**config.mk**
```make
export PLATFORM = sky130hd
export DESIGN_NAME = intc_flag_enable
export DESIGN_NICKNAME = d
export VERILOG_FILES = /design/src/intc_flag_pkg.sv /design/src/intc_src_arbiter.sv /design/src/intc_flag_enable.sv
export SDC_FILE = /design/constraint.sdc
export NUM_CORES = 1
export LEC_CHECK = 0
export BUFFER_PORTS_ARGS = -buffer_cell sky130_fd_sc_hd__buf_2
export CORE_MARGIN = 2
export CORE_UTILIZATION = 35
export CTS_CLUSTER_DIAMETER = 200
export DETAILED_ROUTE_END_ITERATION = 16
export PLACE_DENSITY = 0.61
export SLEW_MARGIN = 40
export SYNTH_ARGS = -nofsm -noshare
export SYNTH_HDL_FRONTEND = slang
export SYNTH_HIERARCHICAL = 1
export SYNTH_SLANG_ARGS = --single-unit
```
**constraint.sdc**
```tcl
create_clock -name ref_clk -period 41.5 [get_ports ref_clk]
set_clock_uncertainty 0.05 [all_clocks]
set_input_delay 4.15 -clock ref_clk [delete_from_list [all_inputs] [get_ports ref_clk]]
set_output_delay 4.15 -clock ref_clk [all_outputs]
set_load 0.005 [all_outputs]
```
**src/intc_flag_pkg.sv**
```systemverilog
/*
 * Constants, register map and carrier types shared by the interrupt flag and
 * enable block and its source arbiter.
 * Assumes one bank of 32 sources and a register port clocked by ref_clk.
 */
package intc_flag_pkg;

    localparam int unsigned NUM_SRC    = 32;
    localparam int unsigned ADDR_W     = 8;
    localparam int unsigned DATA_W     = 32;
    localparam int unsigned PRI_W      = 3;
    localparam int unsigned NUM_W      = 8;
    localparam int unsigned PRI_REGS   = 8;
    localparam int unsigned SRC_PER_PR = 4;

    // Register offsets (byte addresses).
    localparam logic [ADDR_W-1:0] OFS_CONTROL   = 8'h00;
    localparam logic [ADDR_W-1:0] OFS_STATUS    = 8'h10;
    localparam logic [ADDR_W-1:0] OFS_RELOAD    = 8'h20;
    localparam logic [ADDR_W-1:0] OFS_FLAGS     = 8'h30;
    localparam logic [ADDR_W-1:0] OFS_ENABLES   = 8'h40;
    localparam logic [ADDR_W-1:0] OFS_PRI_BASE  = 8'h50;
    localparam logic [ADDR_W-1:0] OFS_PRI_LAST  = 8'h6c;
    localparam logic [ADDR_W-1:0] OFS_EVT_STAT  = 8'h70;
    localparam logic [ADDR_W-1:0] OFS_EVT_MASK  = 8'h74;

    // Control register fields.
    localparam int unsigned CTL_MULTIVECTOR_SELECT_BIT  = 12;
    localparam int unsigned CTL_THR_LSB   = 8;

    // Service status register fields.
    localparam int unsigned STAT_PRI_LSB  = 8;
    localparam int unsigned STAT_NUM_LSB  = 0;

    // Priority register: field of slot k starts at k*PRI_STRIDE + PRI_LSB.
    localparam int unsigned PRI_STRIDE    = 8;
    localparam int unsigned PRI_LSB       = 2;

    // Event status bits.
    localparam int unsigned EVT_W         = 3;
    localparam int unsigned EVT_PRESENT   = 0;
    localparam int unsigned EVT_SERVICED  = 1;
    localparam int unsigned EVT_TIMER     = 2;

    // Values after reset.
    localparam logic [DATA_W-1:0] RST_WORD  = 32'h0000_0000;
    localparam logic [PRI_W-1:0]  RST_PRI   = 3'h0;
    localparam logic [NUM_W-1:0]  RST_NUM   = 8'h00;
    localparam logic [EVT_W-1:0]  RST_EVT   = 3'h0;
    localparam logic [PRI_W-1:0]  PRI_OFF   = 3'h0;
    localparam logic [PRI_W-1:0]  THR_OFF   = 3'h0;

    typedef struct packed {
        logic [ADDR_W-1:0] addr;
        logic [DATA_W-1:0] wdata;
        logic              wr;
        logic              rd;
    } reg_req_t;

    typedef struct packed {
        logic             valid;
        logic [NUM_W-1:0] num;
        logic [PRI_W-1:0] pri;
    } present_t;

    typedef struct packed {
        logic              load;
        logic [DATA_W-1:0] value;
    } timer_load_t;

endpackage

```
**src/intc_src_arbiter.sv**
```systemverilog
/*
 * Picks the pending source with the highest priority level.
 * Assumes flags, enables and priorities come from the same clock domain.
 */
`timescale 1ns/10ps
module intc_src_arbiter (
    input  wire logic [intc_flag_pkg::NUM_SRC-1:0]                        flags,
    input  wire logic [intc_flag_pkg::NUM_SRC-1:0]                        enables,
    input  wire logic [intc_flag_pkg::NUM_SRC-1:0][intc_flag_pkg::PRI_W-1:0] pri,
    output intc_flag_pkg::present_t                                       pick
);
    import intc_flag_pkg::*;

    logic [NUM_SRC-1:0] eligible;

    genvar g;
    generate
        for (g = 0; g < NUM_SRC; g++) begin : g_elig
            // Forward only when flagged, enabled and given a nonzero priority.
            assign eligible[g] = flags[g] & enables[g] & (pri[g] != PRI_OFF);
        end
    endgenerate

    // Higher level wins; on a tie the lower source number wins.
    always_comb begin
        pick = '0;
        for (int i = 0; i < NUM_SRC; i++) begin
            if (eligible[i] && (!pick.valid || pri[i] > pick.pri)) begin
                pick.valid = 1'b1;
                pick.num   = NUM_W'(i);
                pick.pri   = pri[i];
            end
        end
    end

endmodule // intc_src_arbiter

```
**src/intc_flag_enable.sv**
```systemverilog
/*
 * Interrupt request flags, enables, priorities, service status and proximity
 * timer reload, reached over a simple strobe register port.
 * Assumes peripheral requests, core acknowledge and the register master all
 * run on ref_clk; the proximity timer counter lives outside and takes loads.
 */
`timescale 1ns/10ps

////////////////////////////////////////////////////////////////////////////////

// Contract
// - Service status bits 31 to 11 read zero and ignore writes.
// - Status bits 10:8 hold latest presented priority, hardware-updated, reset zero; the code updates them only in single vector mode.
// - Status bits 7:0 hold last serviced request number, hardware-updated, reset zero.
// - Reload register is 32-bit read/write, reset zero, loaded into timer on trigger.
// - Flag register has one read/write bit per source, set on request, reset zero.
// - Enable register has one read/write bit per source, reset zero.
// - Control bit selects multivector when set, single vector when clear.
// - Threshold field starts timer for priorities at or below it; zero disables.
// - Source priority zero blocks the source; one to seven set its level.
module intc_flag_enable (
    input  wire logic                                  ref_clk,
    input  wire logic                                  reset,
    input  intc_flag_pkg::reg_req_t                    bus_req,
    output logic [intc_flag_pkg::DATA_W-1:0]           bus_rdata,
    input  wire logic [intc_flag_pkg::NUM_SRC-1:0]     src_request,
    input  wire logic                                  core_service_ack,
    output intc_flag_pkg::present_t                    core_request,
    output intc_flag_pkg::timer_load_t                 timer_load,
    output logic                                       irq_out
);
    import intc_flag_pkg::*;

    ////////////////////////////////////////////////////////////////////////////
    // Registers.

    logic                                multivector_select_ff;
    logic [PRI_W-1:0]                    proximity_threshold_ff;
    logic [PRI_W-1:0]                    latest_presented_priority_ff;
    logic [NUM_W-1:0]                    last_serviced_request_number_ff;
    logic [DATA_W-1:0]                   proximity_timer_reload_ff;
    logic [NUM_SRC-1:0]                  request_flag_ff;
    logic [NUM_SRC-1:0]                  source_enable_ff;
    logic [NUM_SRC-1:0][PRI_W-1:0]       source_priority_ff;
    logic [EVT_W-1:0]                    evt_status_ff;
    logic [EVT_W-1:0]                    evt_mask_ff;
    logic [DATA_W-1:0]                   rdata_ff;
    present_t                            present_ff;
    timer_load_t                         timer_load_ff;
    logic                                irq_ff;

    logic                                wr_control;
    logic                                wr_reload;
    logic                                wr_flags;
    logic                                wr_enables;
    logic                                wr_evt_stat;
    logic                                wr_evt_mask;
    logic                                pri_hit;
    logic [2:0]                          pri_index;
    present_t                            pick;
    logic                                new_present;
    logic                                timer_trigger;
    logic [EVT_W-1:0]                    evt_set;
    logic [NUM_SRC-1:0]                  nxt_request_flag;
    logic [DATA_W-1:0]                   nxt_rdata;
    logic [DATA_W-1:0]                   status_word;
    logic [DATA_W-1:0]                   control_word;

    ////////////////////////////////////////////////////////////////////////////
    // Address decode.

    assign wr_control  = bus_req.wr && bus_req.addr == OFS_CONTROL;
    assign wr_reload   = bus_req.wr && bus_req.addr == OFS_RELOAD;
    assign wr_flags    = bus_req.wr && bus_req.addr == OFS_FLAGS;
    assign wr_enables  = bus_req.wr && bus_req.addr == OFS_ENABLES;
    assign wr_evt_stat = bus_req.wr && bus_req.addr == OFS_EVT_STAT;
    assign wr_evt_mask = bus_req.wr && bus_req.addr == OFS_EVT_MASK;
    // The priority window holds eight word registers; a misaligned address in
    // that range falls through to the unmapped case and reads zero.
    assign pri_hit     = bus_req.addr >= OFS_PRI_BASE && bus_req.addr <= OFS_PRI_LAST
                         && bus_req.addr[1:0] == 2'h0;
    assign pri_index   = 3'((bus_req.addr - OFS_PRI_BASE) >> 2);

    ////////////////////////////////////////////////////////////////////////////
    // Configuration.
    // The threshold field shares the control word with the vector mode bit;
    // a write always replaces both, so software writes the whole word.

    always_ff @(posedge ref_clk) begin
        if (reset) begin
            multivector_select_ff  <= 1'b0;
            proximity_threshold_ff <= THR_OFF;
        end else if (wr_control) begin
            multivector_select_ff  <= bus_req.wdata[CTL_MULTIVECTOR_SELECT_BIT];
            proximity_threshold_ff <= bus_req.wdata[CTL_THR_LSB +: PRI_W];
        end
    end

    // The reload word is only stored here; the timer counter outside takes a
    // copy of it with each load pulse.
    always_ff @(posedge ref_clk) begin
        if (reset) begin
            proximity_timer_reload_ff <= RST_WORD;
        end else if (wr_reload) begin
            proximity_timer_reload_ff <= bus_req.wdata;
        end
    end

    always_ff @(posedge ref_clk) begin
        if (reset) begin
            source_enable_ff <= '0;
        end else if (wr_enables) begin
            source_enable_ff <= bus_req.wdata;
        end
    end

    // Each source owns one three-bit field; four sources share a register and
    // the bits between the fields are not stored, so they read zero.
    genvar g;
    generate
        for (g = 0; g < NUM_SRC; g++) begin : g_pri
            localparam int unsigned REG_IDX = g / SRC_PER_PR;
            localparam int unsigned FLD_LSB = (g % SRC_PER_PR) * PRI_STRIDE + PRI_LSB;
            always_ff @(posedge ref_clk) begin
                if (reset) begin
                    source_priority_ff[g] <= RST_PRI;
                end else if (bus_req.wr && pri_hit && pri_index == 3'(REG_IDX)) begin
                    source_priority_ff[g] <= bus_req.wdata[FLD_LSB +: PRI_W];
                end
            end
        end
    endgenerate

    ////////////////////////////////////////////////////////////////////////////
    // Request flags: a peripheral request wins over a software clear.
    // A software write replaces the whole flag word. A source that requests in
    // the same cycle still sets its bit, so no request is lost to a clear that
    // was meant for an older one.

    always_comb begin
        nxt_request_flag = wr_flags ? bus_req.wdata : request_flag_ff;
        nxt_request_flag = nxt_request_flag | src_request;
    end

    always_ff @(posedge ref_clk) begin
        if (reset) begin
            request_flag_ff <= '0;
        end else begin
            request_flag_ff <= nxt_request_flag;
        end
    end

    ////////////////////////////////////////////////////////////////////////////
    // Presentation to the core.

    // The arbiter looks at registered flags, so a request reaches the core two
    // cycles after the source raises it.
    intc_src_arbiter u_arbiter (
        .flags   (request_flag_ff),
        .enables (source_enable_ff),
        .pri     (source_priority_ff),
        .pick    (pick)
    );

    // A presentation counts as new when the pick appears or changes source or
    // level; a steady pick raises no further events and no further loads.
    assign new_present   = pick.valid && (!present_ff.valid || pick.num != present_ff.num
                                          || pick.pri != present_ff.pri);
    assign timer_trigger = new_present && proximity_threshold_ff != THR_OFF
                           && pick.pri <= proximity_threshold_ff;

    always_ff @(posedge ref_clk) begin
        if (reset) begin
            present_ff <= '0;
        end else begin
            present_ff <= pick;
        end
    end

    always_ff @(posedge ref_clk) begin
        if (reset) begin
            timer_load_ff <= '0;
        end else begin
            timer_load_ff.load  <= timer_trigger;
            timer_load_ff.value <= proximity_timer_reload_ff;
        end
    end

    ////////////////////////////////////////////////////////////////////////////
    // Service status.

    // In multivector mode the latest priority holds its last value; software
    // must not read meaning into it then.
    always_ff @(posedge ref_clk) begin
        if (reset) begin
            latest_presented_priority_ff <= RST_PRI;
        end else if (new_present && !multivector_select_ff) begin
            latest_presented_priority_ff <= pick.pri;
        end
    end

    // An acknowledge without a presented request is ignored, so a stray pulse
    // cannot store a stale number.
    always_ff @(posedge ref_clk) begin
        if (reset) begin
            last_serviced_request_number_ff <= RST_NUM;
        end else if (core_service_ack && present_ff.valid) begin
            last_serviced_request_number_ff <= present_ff.num;
        end
    end

    ////////////////////////////////////////////////////////////////////////////
    // Event status and interrupt; a new event wins over a write-one clear.

    // Bit 0 marks a new presentation, bit 1 a service and bit 2 a timer load.
    always_comb begin
        evt_set               = '0;
        evt_set[EVT_PRESENT]  = new_present;
        evt_set[EVT_SERVICED] = core_service_ack && present_ff.valid;
        evt_set[EVT_TIMER]    = timer_trigger;
    end

    // Clearing a bit with a write of one loses to an event in the same cycle,
    // so an event that lands during the clear is still reported.
    always_ff @(posedge ref_clk) begin
        if (reset) begin
            evt_status_ff <= RST_EVT;
        end else begin
            evt_status_ff <= (evt_status_ff & ~(wr_evt_stat ? bus_req.wdata[EVT_W-1:0] : RST_EVT))
                             | evt_set;
        end
    end

    always_ff @(posedge ref_clk) begin
        if (reset) begin
            evt_mask_ff <= RST_EVT;
        end else if (wr_evt_mask) begin
            evt_mask_ff <= bus_req.wdata[EVT_W-1:0];
        end
    end

    // The interrupt follows the masked status one cycle late, since it comes
    // from a flip-flop.
    always_ff @(posedge ref_clk) begin
        if (reset) begin
            irq_ff <= 1'b0;
        end else begin
            irq_ff <= |(evt_status_ff & evt_mask_ff);
        end
    end

    ////////////////////////////////////////////////////////////////////////////
    // Read path; unmapped addresses read zero.

    // The status word is built from constants and the two hardware fields,
    // so the unused upper bits can never carry anything but zero.
    always_comb begin
        status_word = RST_WORD;
        status_word[STAT_PRI_LSB +: PRI_W] = latest_presented_priority_ff;
        status_word[STAT_NUM_LSB +: NUM_W] = last_serviced_request_number_ff;
        control_word = RST_WORD;
        control_word[CTL_MULTIVECTOR_SELECT_BIT] = multivector_select_ff;
        control_word[CTL_THR_LSB +: PRI_W] = proximity_threshold_ff;
    end

    // Reads have no side effects; a read of the flags does not clear them.
    always_comb begin
        nxt_rdata = RST_WORD;
        if (pri_hit) begin
            for (int k = 0; k < SRC_PER_PR; k++) begin
                nxt_rdata[k*PRI_STRIDE + PRI_LSB +: PRI_W] =
                    source_priority_ff[int'(pri_index) * SRC_PER_PR + k];
            end
        end else begin
            case (bus_req.addr)
                OFS_CONTROL:  nxt_rdata = control_word;
                OFS_STATUS:   nxt_rdata = status_word;
                OFS_RELOAD:   nxt_rdata = proximity_timer_reload_ff;
                OFS_FLAGS:    nxt_rdata = request_flag_ff;
                OFS_ENABLES:  nxt_rdata = source_enable_ff;
                OFS_EVT_STAT: nxt_rdata[EVT_W-1:0] = evt_status_ff;
                OFS_EVT_MASK: nxt_rdata[EVT_W-1:0] = evt_mask_ff;
                default:      nxt_rdata = RST_WORD;
            endcase
        end
    end

    // Read data stand for exactly the cycle after the strobe.
    always_ff @(posedge ref_clk) begin
        if (reset) begin
            rdata_ff <= RST_WORD;
        end else if (bus_req.rd) begin
            rdata_ff <= nxt_rdata;
        end else begin
            rdata_ff <= RST_WORD;
        end
    end

    assign bus_rdata    = rdata_ff;
    assign core_request = present_ff;
    assign timer_load   = timer_load_ff;
    assign irq_out      = irq_ff;

endmodule // intc_flag_enable

```
==> results of run 1 <==
## what timing repair did
item	4_1_cts	5_1_grt
hold endpoints to repair	0	0
gates resized for setup	23	289
pin swaps	17	204
buffers inserted	15	69
setup endpoints to repair	14	14
## metrics by stage
step                      worst slack [ns]  total power [µW]
after floorplan                    0.00866               308
after detailed placement             -1.90               320
after global placement              -0.998               320
after CTS                            -1.28               595
final                                -1.52               594
after global routing                 -3.44               607
## worst max-delay path, delay by kind of cell (launching register included)
family                     cells  cell delay [ns]
adders and majority gates     31             8.68
and+or+nand+nor               63             9.73
AOI/OAI and AO/OA            106            18.18
muxes                         14             4.03
DFF                            1             0.37
xor gates and xnor gates       1             0.18
buffers and inverters         16             1.65
## sequential cells by signal (all words and copies together), names as in the netlist, 8 cells and up
signal	cells
source_priority_ff	96
timer_load	33
bus_rdata	32
proximity_timer_reload_ff	32
request_flag_ff	32
source_enable_ff	32
core_request	12
last_serviced_request_number_ff	8
## layer usage
| metal | track usage (%) | vias up | routed length [µm] |
|---|---|---|---|
| met2 | 40.6 | 785 | 32700 |
| met1 | 32.7 | 9159 | 29600 |
| met4 | 10.1 | 2 | 2950 |
| met5 | 0 | - | 13 |
| met3 | 2.85 | 163 | 4940 |
| li1 | - | 8676 | - |
## power groups by stage
stage          Combinational (µW)  Clock (µW)  Sequential, µW
3_5_place_dp                 28.8           0             292
2_1_floorplan                17.8           0             290
4_1_cts                      28.9         281             285
3_3_place_gp                 28.5           0             291
5_1_grt                      31.6         290             286
6_report                     29.8         278             285
## final timing paths
check                                             to  slack [ns]  cells after the start
setup / recovery     latest_presented_priority_ff[1]       -1.52                    231
setup reg to reg     latest_presented_priority_ff[1]       -1.52                    231
hold reg to reg   last_serviced_request_number_ff[2]        0.41                      2
hold / removal    last_serviced_request_number_ff[2]        0.41                      2
## synth_stat cells (all sizes together), types with 6 or more instances
| master | number |
|---|---|
| inv | 91 |
| nand3 | 47 |
| o211ai | 11 |
| or2 | 17 |
| a21o | 23 |
| a211oi | 15 |
| a31o | 10 |
| nand4 | 12 |
| nand2b | 10 |
| a21oi | 251 |
| o21a | 13 |
| o21ai | 69 |
| mux2i | 65 |
| nor3 | 27 |
| mux4 | 27 |
| a211o | 6 |
| a32oi | 6 |
| o311a | 20 |
| a21boi | 6 |
| ha | 73 |
| o31ai | 22 |
| nor2 | 175 |
| mux2 | 57 |
| dfxtp | 291 |
| and2 | 16 |
| o311ai | 31 |
| a22oi | 37 |
| nor2b | 63 |
| clkbuf | 65 |
| a221oi | 9 |
| a31oi | 41 |
| nand2 | 378 |
| and3 | 24 |
| xnor2 | 12 |
| or3 | 12 |
| buf | 58 |
| o31a | 8 |
## layout make-up
| class | instances | area [µm²] | share of cell area (%) |
|---|---|---|---|
| Tap cell | 672 | 841 | 3.52 |
| Timing Repair Buffer | 467 | 3170 | 13.3 |
| Clock inverter | 11 | 126 | 0.530 |
| Antenna cell | 1 | 2.50 | 0.0105 |
| Clock buffer | 44 | 893 | 3.74 |
| Multi-Input combinational cell | 1680 | 12700 | 53.0 |
| Inverter | 91 | 347 | 1.45 |
| Sequential cell | 291 | 5830 | 24.4 |
## cell families (layout without fill, tap and decap cells)
group,Yosys count,count (layout)
and+or+nand+nor,811,811
AOI/OAI and AO/OA,632,632
DFF,291,291
buffers and inverters,214,613
muxes,149,149
adders and majority gates,73,73
xor gates and xnor gates,12,12
other,1,4
==> results.toml, run 1 <==
[yosys]
synthCells = 2183
synth_top_area_share_pct = 32.7
synth_edf_count = 0
synth_top_family_by_area = "compound AO/OA/AOI/OAI gates"
avgSynthCellArea_um2 = 8.16
ys.flop_type = "dfxtp_1"
synth_cell_types = 106
yosys.area_share.simple_pct = 20.9
ys_seq_area_share_pct = 32.7
synth-xor-area-share_pct = 0.590
synth-compound-area-share_pct = 24.0
synth_warnings = 6
syn_area_um2 = 17800
yosys-top-cells-area = "dfxtp_1 (33%), nand2_1 (8.0%), a21oi_1 (6.9%)"
synthAdderAreaFrac_pct = 5.13
yosys.area.top_type = "dfxtp_1"
synth_seq_cells = 291
synthArstFlopShare_pct = 0
synth_mux_area_share_pct = 10.7

[sta]
timing.hold.ws_ns = 0.407
rsz0062_at_grt = "yes"
fin_crit_sh_pct = 104
period_needed_ns = 43.02
finalSetupViolCount = 14
drv_slew = 0
fmax_mhz = 23.2
fin_ws_ns = -1.52
worstMarginPinSlew_ns = 1.10
hold_viol = 0
final.setup.tns_ns = -12.21
relSlewSlack_pct = 25.8

[global_routing]
grt_pass1_vias = 17471
grt_max_degree = 98
grt_overflow = 0
antenna_found_initial = 4
track_usage_pct = 24.7
grt_pass1_wl_um = 102000

[critical_path]
cp.required_ns = 41.94
end_kind = "register"
critical_path_class = "register to register"
cpPeakStageDelay_ns = 0.56
crit_slowest_cell = "or4_4"
path_max_fanout = 6
path_common_cell = "ha_4"
r2r_start = "request_flag_ff[0]"
worstPathArrival_ns = 43.46
cp-start-kind = "register"
crit_start = "request_flag_ff[0]"

[clock_tree]
cts.sinks = 291
clk_latency_ns = 0.61
cts-buffers-inserted = 30
cts_tree = "built"
path_clk_slew_ns = 0.06
cts_root_buffer = "clkbuf_16"
htreeDepth = 1
cts_hold_buf = 0
clockBufferDepth = 3

[power]
powerDensity_nw_per_um2 = 24.9
peakVddDrop_mv = 0.0299
p_leak_uw = 0.00932
p_int_uw = 448
comb_power_share_pct = 5.0
swShare_pct = 24.6
sequentialPowerShare_pct = 48.1
clockPowerShare_pct = 46.9
switching_power_uw = 146

[placed_design]
place_inst = 3119
place_area_um2 = 20700
globalplace.congestion = 0.926
port_buffers = 154
dp_hpwl_um = 49500

[floorplan]
fp.dieH_um = 230
dieWidth_um = 230
initial_core_util_pct = 35.5
rows = 82
coreArea_um2 = 50200
dieArea_um2 = 52700
ios = 155

[final_layout]
final_common_cell = "nand2_1"
syn_to_final_growth_pct = 33.9
fillers = 4776
layout-drive-gt1-share_pct = 35.2
fin_cells = 3257
finalInstanceArea_um2 = 23900
final_nets = 2711
post-route-util_pct = 47.6
final_cell_mix = "nand2_1 (361), buf_4 (305), dfxtp_1 (289)"

[hold_path]
hp-start = "last_serviced_request_number_ff[2]"
hp-class = "register to register"

[drt]
vias_per_cell = 5.77
routed_wl_um = 70100
ant_nets = 0
drt_iter0_markers = 1672
route.detailed.drc = 0
vias = 18785
first_pass_iters = 5
routedWlPerCell_um = 21.5

[run_status]
status = "finished with violations"
violations = "setup timing"

[run]
max_cap_viol_count = 0
Power figures use the tool's default switching activity.
==> run 2, diff against run 1 <==
--- a/config.mk
+++ b/config.mk
@@ -16,3 +16,4 @@
 export SYNTH_HDL_FRONTEND = slang
 export SYNTH_HIERARCHICAL = 1
 export SYNTH_SLANG_ARGS = --single-unit
+export TNS_END_PERCENT = 1
==> results.toml, run 2 (synthesis gave the netlist of run 1 again) <==
[run_status]
status = "finished with violations"
violations = "setup timing"

[final_layout]
fillers = 4783
final_nets = 2710
final_cell_mix = "nand2_1 (361), buf_4 (305), dfxtp_1 (289)"
top_register = "source_priority_ff"
largest_reg_flops = 96
layout-drive-gt1-share_pct = 35.1
fin_cells = 3257
syn_to_final_growth_pct = 33.7
final_common_cell = "nand2_1"

[drt]
ant_nets = 0
route.detailed.drc = 0
routed_wl_um = 70000
vias_per_cell = 5.73
vias = 18666
routedWlPerCell_um = 21.5
first_pass_iters = 6
drt_iter0_markers = 1565

[floorplan]
fp.dieH_um = 230
dieWidth_um = 230
rows = 82
coreArea_um2 = 50200
ios = 155
dieArea_um2 = 52700
initial_core_util_pct = 35.5

[sta]
rsz0062_at_grt = "yes"
fmax_mhz = 23.3
fin_crit_sh_pct = 104
relSlewSlack_pct = 25.8
drv_slew = 0
finalSetupViolCount = 13
fin_ws_ns = -1.49
hold_viol = 0
period_needed_ns = 42.99
worstMarginPinSlew_ns = 1.10

[clock_tree]
clk_latency_ns = 0.61
clockBufferDepth = 3
cts_hold_buf = 0
cts.sinks = 291
path_clk_slew_ns = 0.06
cts_tree = "built"
htreeDepth = 1
cts_root_buffer = "clkbuf_16"
cts-buffers-inserted = 30

[global_routing]
track_usage_pct = 24.7
grt_pass1_wl_um = 102000
antenna_found_initial = 4
grt_overflow = 0
grt_max_degree = 98
grt_pass1_vias = 17470

[hold_path]
hold_depth = 2
hp-class = "register to register"
whs_endpoint = "last_serviced_request_number_ff[2]"
hp-start = "last_serviced_request_number_ff[2]"

[power]
power_uw = 593
peakVddDrop_mv = 0.0301
p_leak_uw = 0.00931
powerDensity_nw_per_um2 = 24.9

[placed_design]
place_inst = 3119
port_buffers = 154
globalplace.congestion = 0.926
dp_hpwl_um = 49500

[critical_path]
critical_path_class = "register to register"
rrSetupSlack_ns = -1.49
cp-start-kind = "register"
crit_slowest_cell = "or4_4"
end_kind = "register"
rr_endpoint = "latest_presented_priority_ff[1]"
worstPathArrival_ns = 43.43
cpPeakStageDelay_ns = 0.56
r2r_cells = 228
r2r_start = "request_flag_ff[0]"
path_common_cell = "ha_4"
cp.required_ns = 41.94
path_max_fanout = 6

[run]
max_cap_viol_count = 0
run 2: how the worst max path moves through the flow:
stage / startpoint / end / slack, ns / cells past startpoint
CTS: request_flag_ff[0] / evt_status_ff[2] / -1.28 / 234
global placement: request_flag_ff[0] / latest_presented_priority_ff[2] / -1.0 / 236
global route: request_flag_ff[0] / latest_presented_priority_ff[1] / -3.44 / 237
floorplan: source_priority_ff[1] / latest_presented_priority_ff[0] / 0.009 / 235
finish: request_flag_ff[0] / latest_presented_priority_ff[1] / -1.49 / 228
detailed placement: request_flag_ff[0] / latest_presented_priority_ff[0] / -1.90 / 238
run 2: layout make-up:
| class | count | area [µm²] | share of cell area (%) |
|---|---|---|---|
| Antenna cell | 2 | 5.00 | 0.0210 |
| Clock buffer | 44 | 893 | 3.75 |
| Tap cell | 672 | 841 | 3.53 |
| Multi-Input combinational cell | 1680 | 12600 | 53.0 |
| Inverter | 91 | 344 | 1.44 |
| Sequential cell | 291 | 5830 | 24.5 |
| Clock inverter | 11 | 126 | 0.530 |
| Timing Repair Buffer | 466 | 3150 | 13.2 |
run 2: worst max-delay path, delay by kind of cell (launching register included):
family	cells	cell delay (ns)
AO/OA/AOI/OAI	103	17.98
AND/OR/NAND/NOR	63	9.59
adder cells (fa/ha/maj)	31	8.78
multiplexers	15	4.33
buffers and inverters	15	1.57
flip-flops	1	0.37
XOR/XNOR	1	0.18
run 2: where the power goes:
group          internal [µW]  switching [µW]  total [µW]
clock network            156             122         278
logic                   9.46            20.4        29.8
registers                282            3.59         285
run 2: metrics by stage:
stage / setup TNS, ns / area, µm² / util (%) / setup WS (ns) / hold slack, ns
final: -11.63 / 23800 / 47.5 / -1.49 / 0.408
after global routing: -38.11 / 23800 / 47.5 / -3.44 / 0.439
after CTS: -9.45 / 22000 / 43.8 / -1.28 / 0.409
after detailed placement: -16.92 / 20700 / 41.3 / -1.90 / 0.400
after global placement: -5.93 / 20700 / 41.2 / -0.998 / 0.395
after floorplan: 0 / 18100 / - / 0.00866 / 0.384
run 2: repair_timing:
item,4_1_cts,5_1_grt
setup endpoints to repair,14,14
endpoints found under the hold margin,0,0
buffers inserted,15,67
pin swaps,17,204
resized for setup,23,282
run 2: routing by layer:
layer  vias to the layer above  wire [µm]  track usage, %
met5                         -         13               0
met4                         2       2950            10.1
met3                       170       4900            2.85
met2                       754      32700            40.6
met1                      9070      29500            32.7
li1                       8670          -               -
==> run 3, diff against run 2 <==
--- a/config.mk
+++ b/config.mk
@@ -10,7 +10,6 @@
 export CORE_UTILIZATION = 35
 export CTS_CLUSTER_DIAMETER = 200
 export DETAILED_ROUTE_END_ITERATION = 16
-export PLACE_DENSITY = 0.61
 export SLEW_MARGIN = 40
 export SYNTH_ARGS = -nofsm -noshare
 export SYNTH_HDL_FRONTEND = slang
==> results.toml, run 3 (synthesis gave the netlist of run 1 again) <==
[run_status]
status = "finished with violations"
violations = "setup timing"

[drt]
first_pass_iters = 5
vias_per_cell = 5.75
routed_wl_um = 69800
route.detailed.drc = 0
routedWlPerCell_um = 21.7
vias = 18546
ant_nets = 0
drt_iter0_markers = 1593

[hold_path]
whs_endpoint = "last_serviced_request_number_ff[2]"
hp-class = "register to register"
hold_depth = 2
hp-start = "last_serviced_request_number_ff[2]"

[final_layout]
final_common_cell = "nand2_1"
top_register = "source_priority_ff"
fin_cells = 3224
regArea_um2 = 5830
largest_reg_flops = 96
final_cell_mix = "nand2_1 (364), dfxtp_1 (288), buf_4 (275)"
fillers = 4759
layout-drive-gt1-share_pct = 33.6
syn_to_final_growth_pct = 31.4
final_nets = 2679
diodes = 0
multiInputGateArea_um2 = 12500

[clock_tree]
clk_latency_ns = 0.60
cts.sinks = 291
cts-buffers-inserted = 30
cts_hold_buf = 0
clockBufferDepth = 3
htreeDepth = 1
cts_root_buffer = "clkbuf_16"
cts_tree = "built"
path_clk_slew_ns = 0.07

[critical_path]
critPathTopFamily = "compound AO/OA/AOI/OAI gates"
r2r_start = "source_enable_ff[0]"
path_buf_inv = 20
path_max_fanout = 5
cp-start-kind = "register"
worstPathArrival_ns = 43.36
rrSetupSlack_ns = -1.42
path_common_cell = "ha_4"
end_kind = "register"
cp.required_ns = 41.93
rr_endpoint = "evt_status_ff[2]"
critical_path_class = "register to register"
crit_slowest_cell = "or4_4"
cpPeakStageDelay_ns = 0.55
r2r_cells = 235

[sta]
relSlewSlack_pct = 39.4
fmax_mhz = 23.3
fin_crit_sh_pct = 103
drv_slew = 0
fin_ws_ns = -1.42
period_needed_ns = 42.92
rsz0062_at_grt = "yes"
worstMarginPinSlew_ns = 0.895
finalSetupViolCount = 13
hold_viol = 0

[global_routing]
antenna_found_initial = 1
grt_overflow = 0
grt_pass1_vias = 17610
grt_max_degree = 104
track_usage_pct = 24.8
grt_pass1_wl_um = 103000

[floorplan]
fp.dieH_um = 230
initial_core_util_pct = 35.5
coreArea_um2 = 50200
ios = 155
rows = 82
dieArea_um2 = 52700
dieWidth_um = 230

[placed_design]
place_inst = 3098
dpl_worst_slack_ns = -2.05
globalplace.congestion = 0.942
port_buffers = 154
dp_hpwl_um = 49400

[power]
p_leak_uw = 0.00918
comb_power_share_pct = 5.1
p_int_uw = 436
power_uw = 582
clockPowerShare_pct = 45.8
swShare_pct = 25.1
peakVddDrop_mv = 0.0285
powerDensity_nw_per_um2 = 24.9
sequentialPowerShare_pct = 49.0
switching_power_uw = 146

[run]
max_cap_viol_count = 0
[run 3: cell count changes in the layout (fill, tap and decap cells not counted), sizes merged]
cell / before / now
diode: 2 / 0
inv: 91 / 92
clkinvlp: 4 / 3
clkinv: 6 / 10
bufinv: 1 / 0
buf: 465 / 434
clkbuf: 45 / 42
[run 3: layout make-up]
| cell class | instances | area share (%) |
|---|---|---|
| Sequential cell | 291 | 24.9 |
| Multi-Input combinational cell | 1680 | 53.5 |
| Timing Repair Buffer | 435 | 12.5 |
| Clock inverter | 14 | 0.444 |
| Tap cell | 672 | 3.59 |
| Inverter | 91 | 1.46 |
| Clock buffer | 41 | 3.64 |
[run 3: per-layer routing]
layer | GRT usage (%) | vias to the layer above | wire [µm]
met5 | 0 | - | 0
met4 | 9.38 | 0 | 2710
met3 | 3.32 | 149 | 4840
met2 | 41.5 | 761 | 33000
met1 | 32.4 | 9044 | 29300
li1 | - | 8592 | -
[run 3: repair_timing]
item	CTS	global route
pin swaps	21	177
endpoints found under the setup margin	14	14
endpoints found under the hold margin	0	0
resized for setup	41	235
buffers inserted	16	55
[run 3: power by group through the flow]
stage	sequential (µW)	clock (µW)	combinational, µW
after floorplan	290	0	17.8
after global placement	291	0	28.4
after detailed placement	292	0	28.8
after CTS	285	269	29.0
after global routing	285	280	31.6
final	285	267	29.9
[run 3: worst max path at each step]
stage,start,endpoint,slack (ns),cells past startpoint
floorplan,source_priority_ff[1],latest_presented_priority_ff[0],0.009,235
global placement,request_flag_ff[0],latest_presented_priority_ff[1],-0.70,235
detailed placement,request_flag_ff[0],latest_presented_priority_ff[0],-2.05,236
CTS,request_flag_ff[0],latest_presented_priority_ff[0],-1.53,233
global route,source_enable_ff[0],evt_status_ff[2],-3.26,235
finish,source_enable_ff[0],evt_status_ff[2],-1.42,235
[run 3: worst min-delay path, stage by stage (launching register included)]
cell and delay, ns:
dfxtp_1 0.31, nand2_1 0.05, a21oi_1 0.05
[run 3: through the flow]
step / util (%) / cell area, µm² / TNS [ns] / hold WS (ns)
global placement: 40.9 / 20500 / -3.87 / 0.397
CTS: 43.5 / 21800 / -12.74 / 0.413
global route: 46.7 / 23400 / -35.53 / 0.437
floorplan: - / 18100 / 0 / 0.384
detailed placement: 41.0 / 20600 / -18.48 / 0.404
finish: 46.7 / 23400 / -10.53 / 0.409
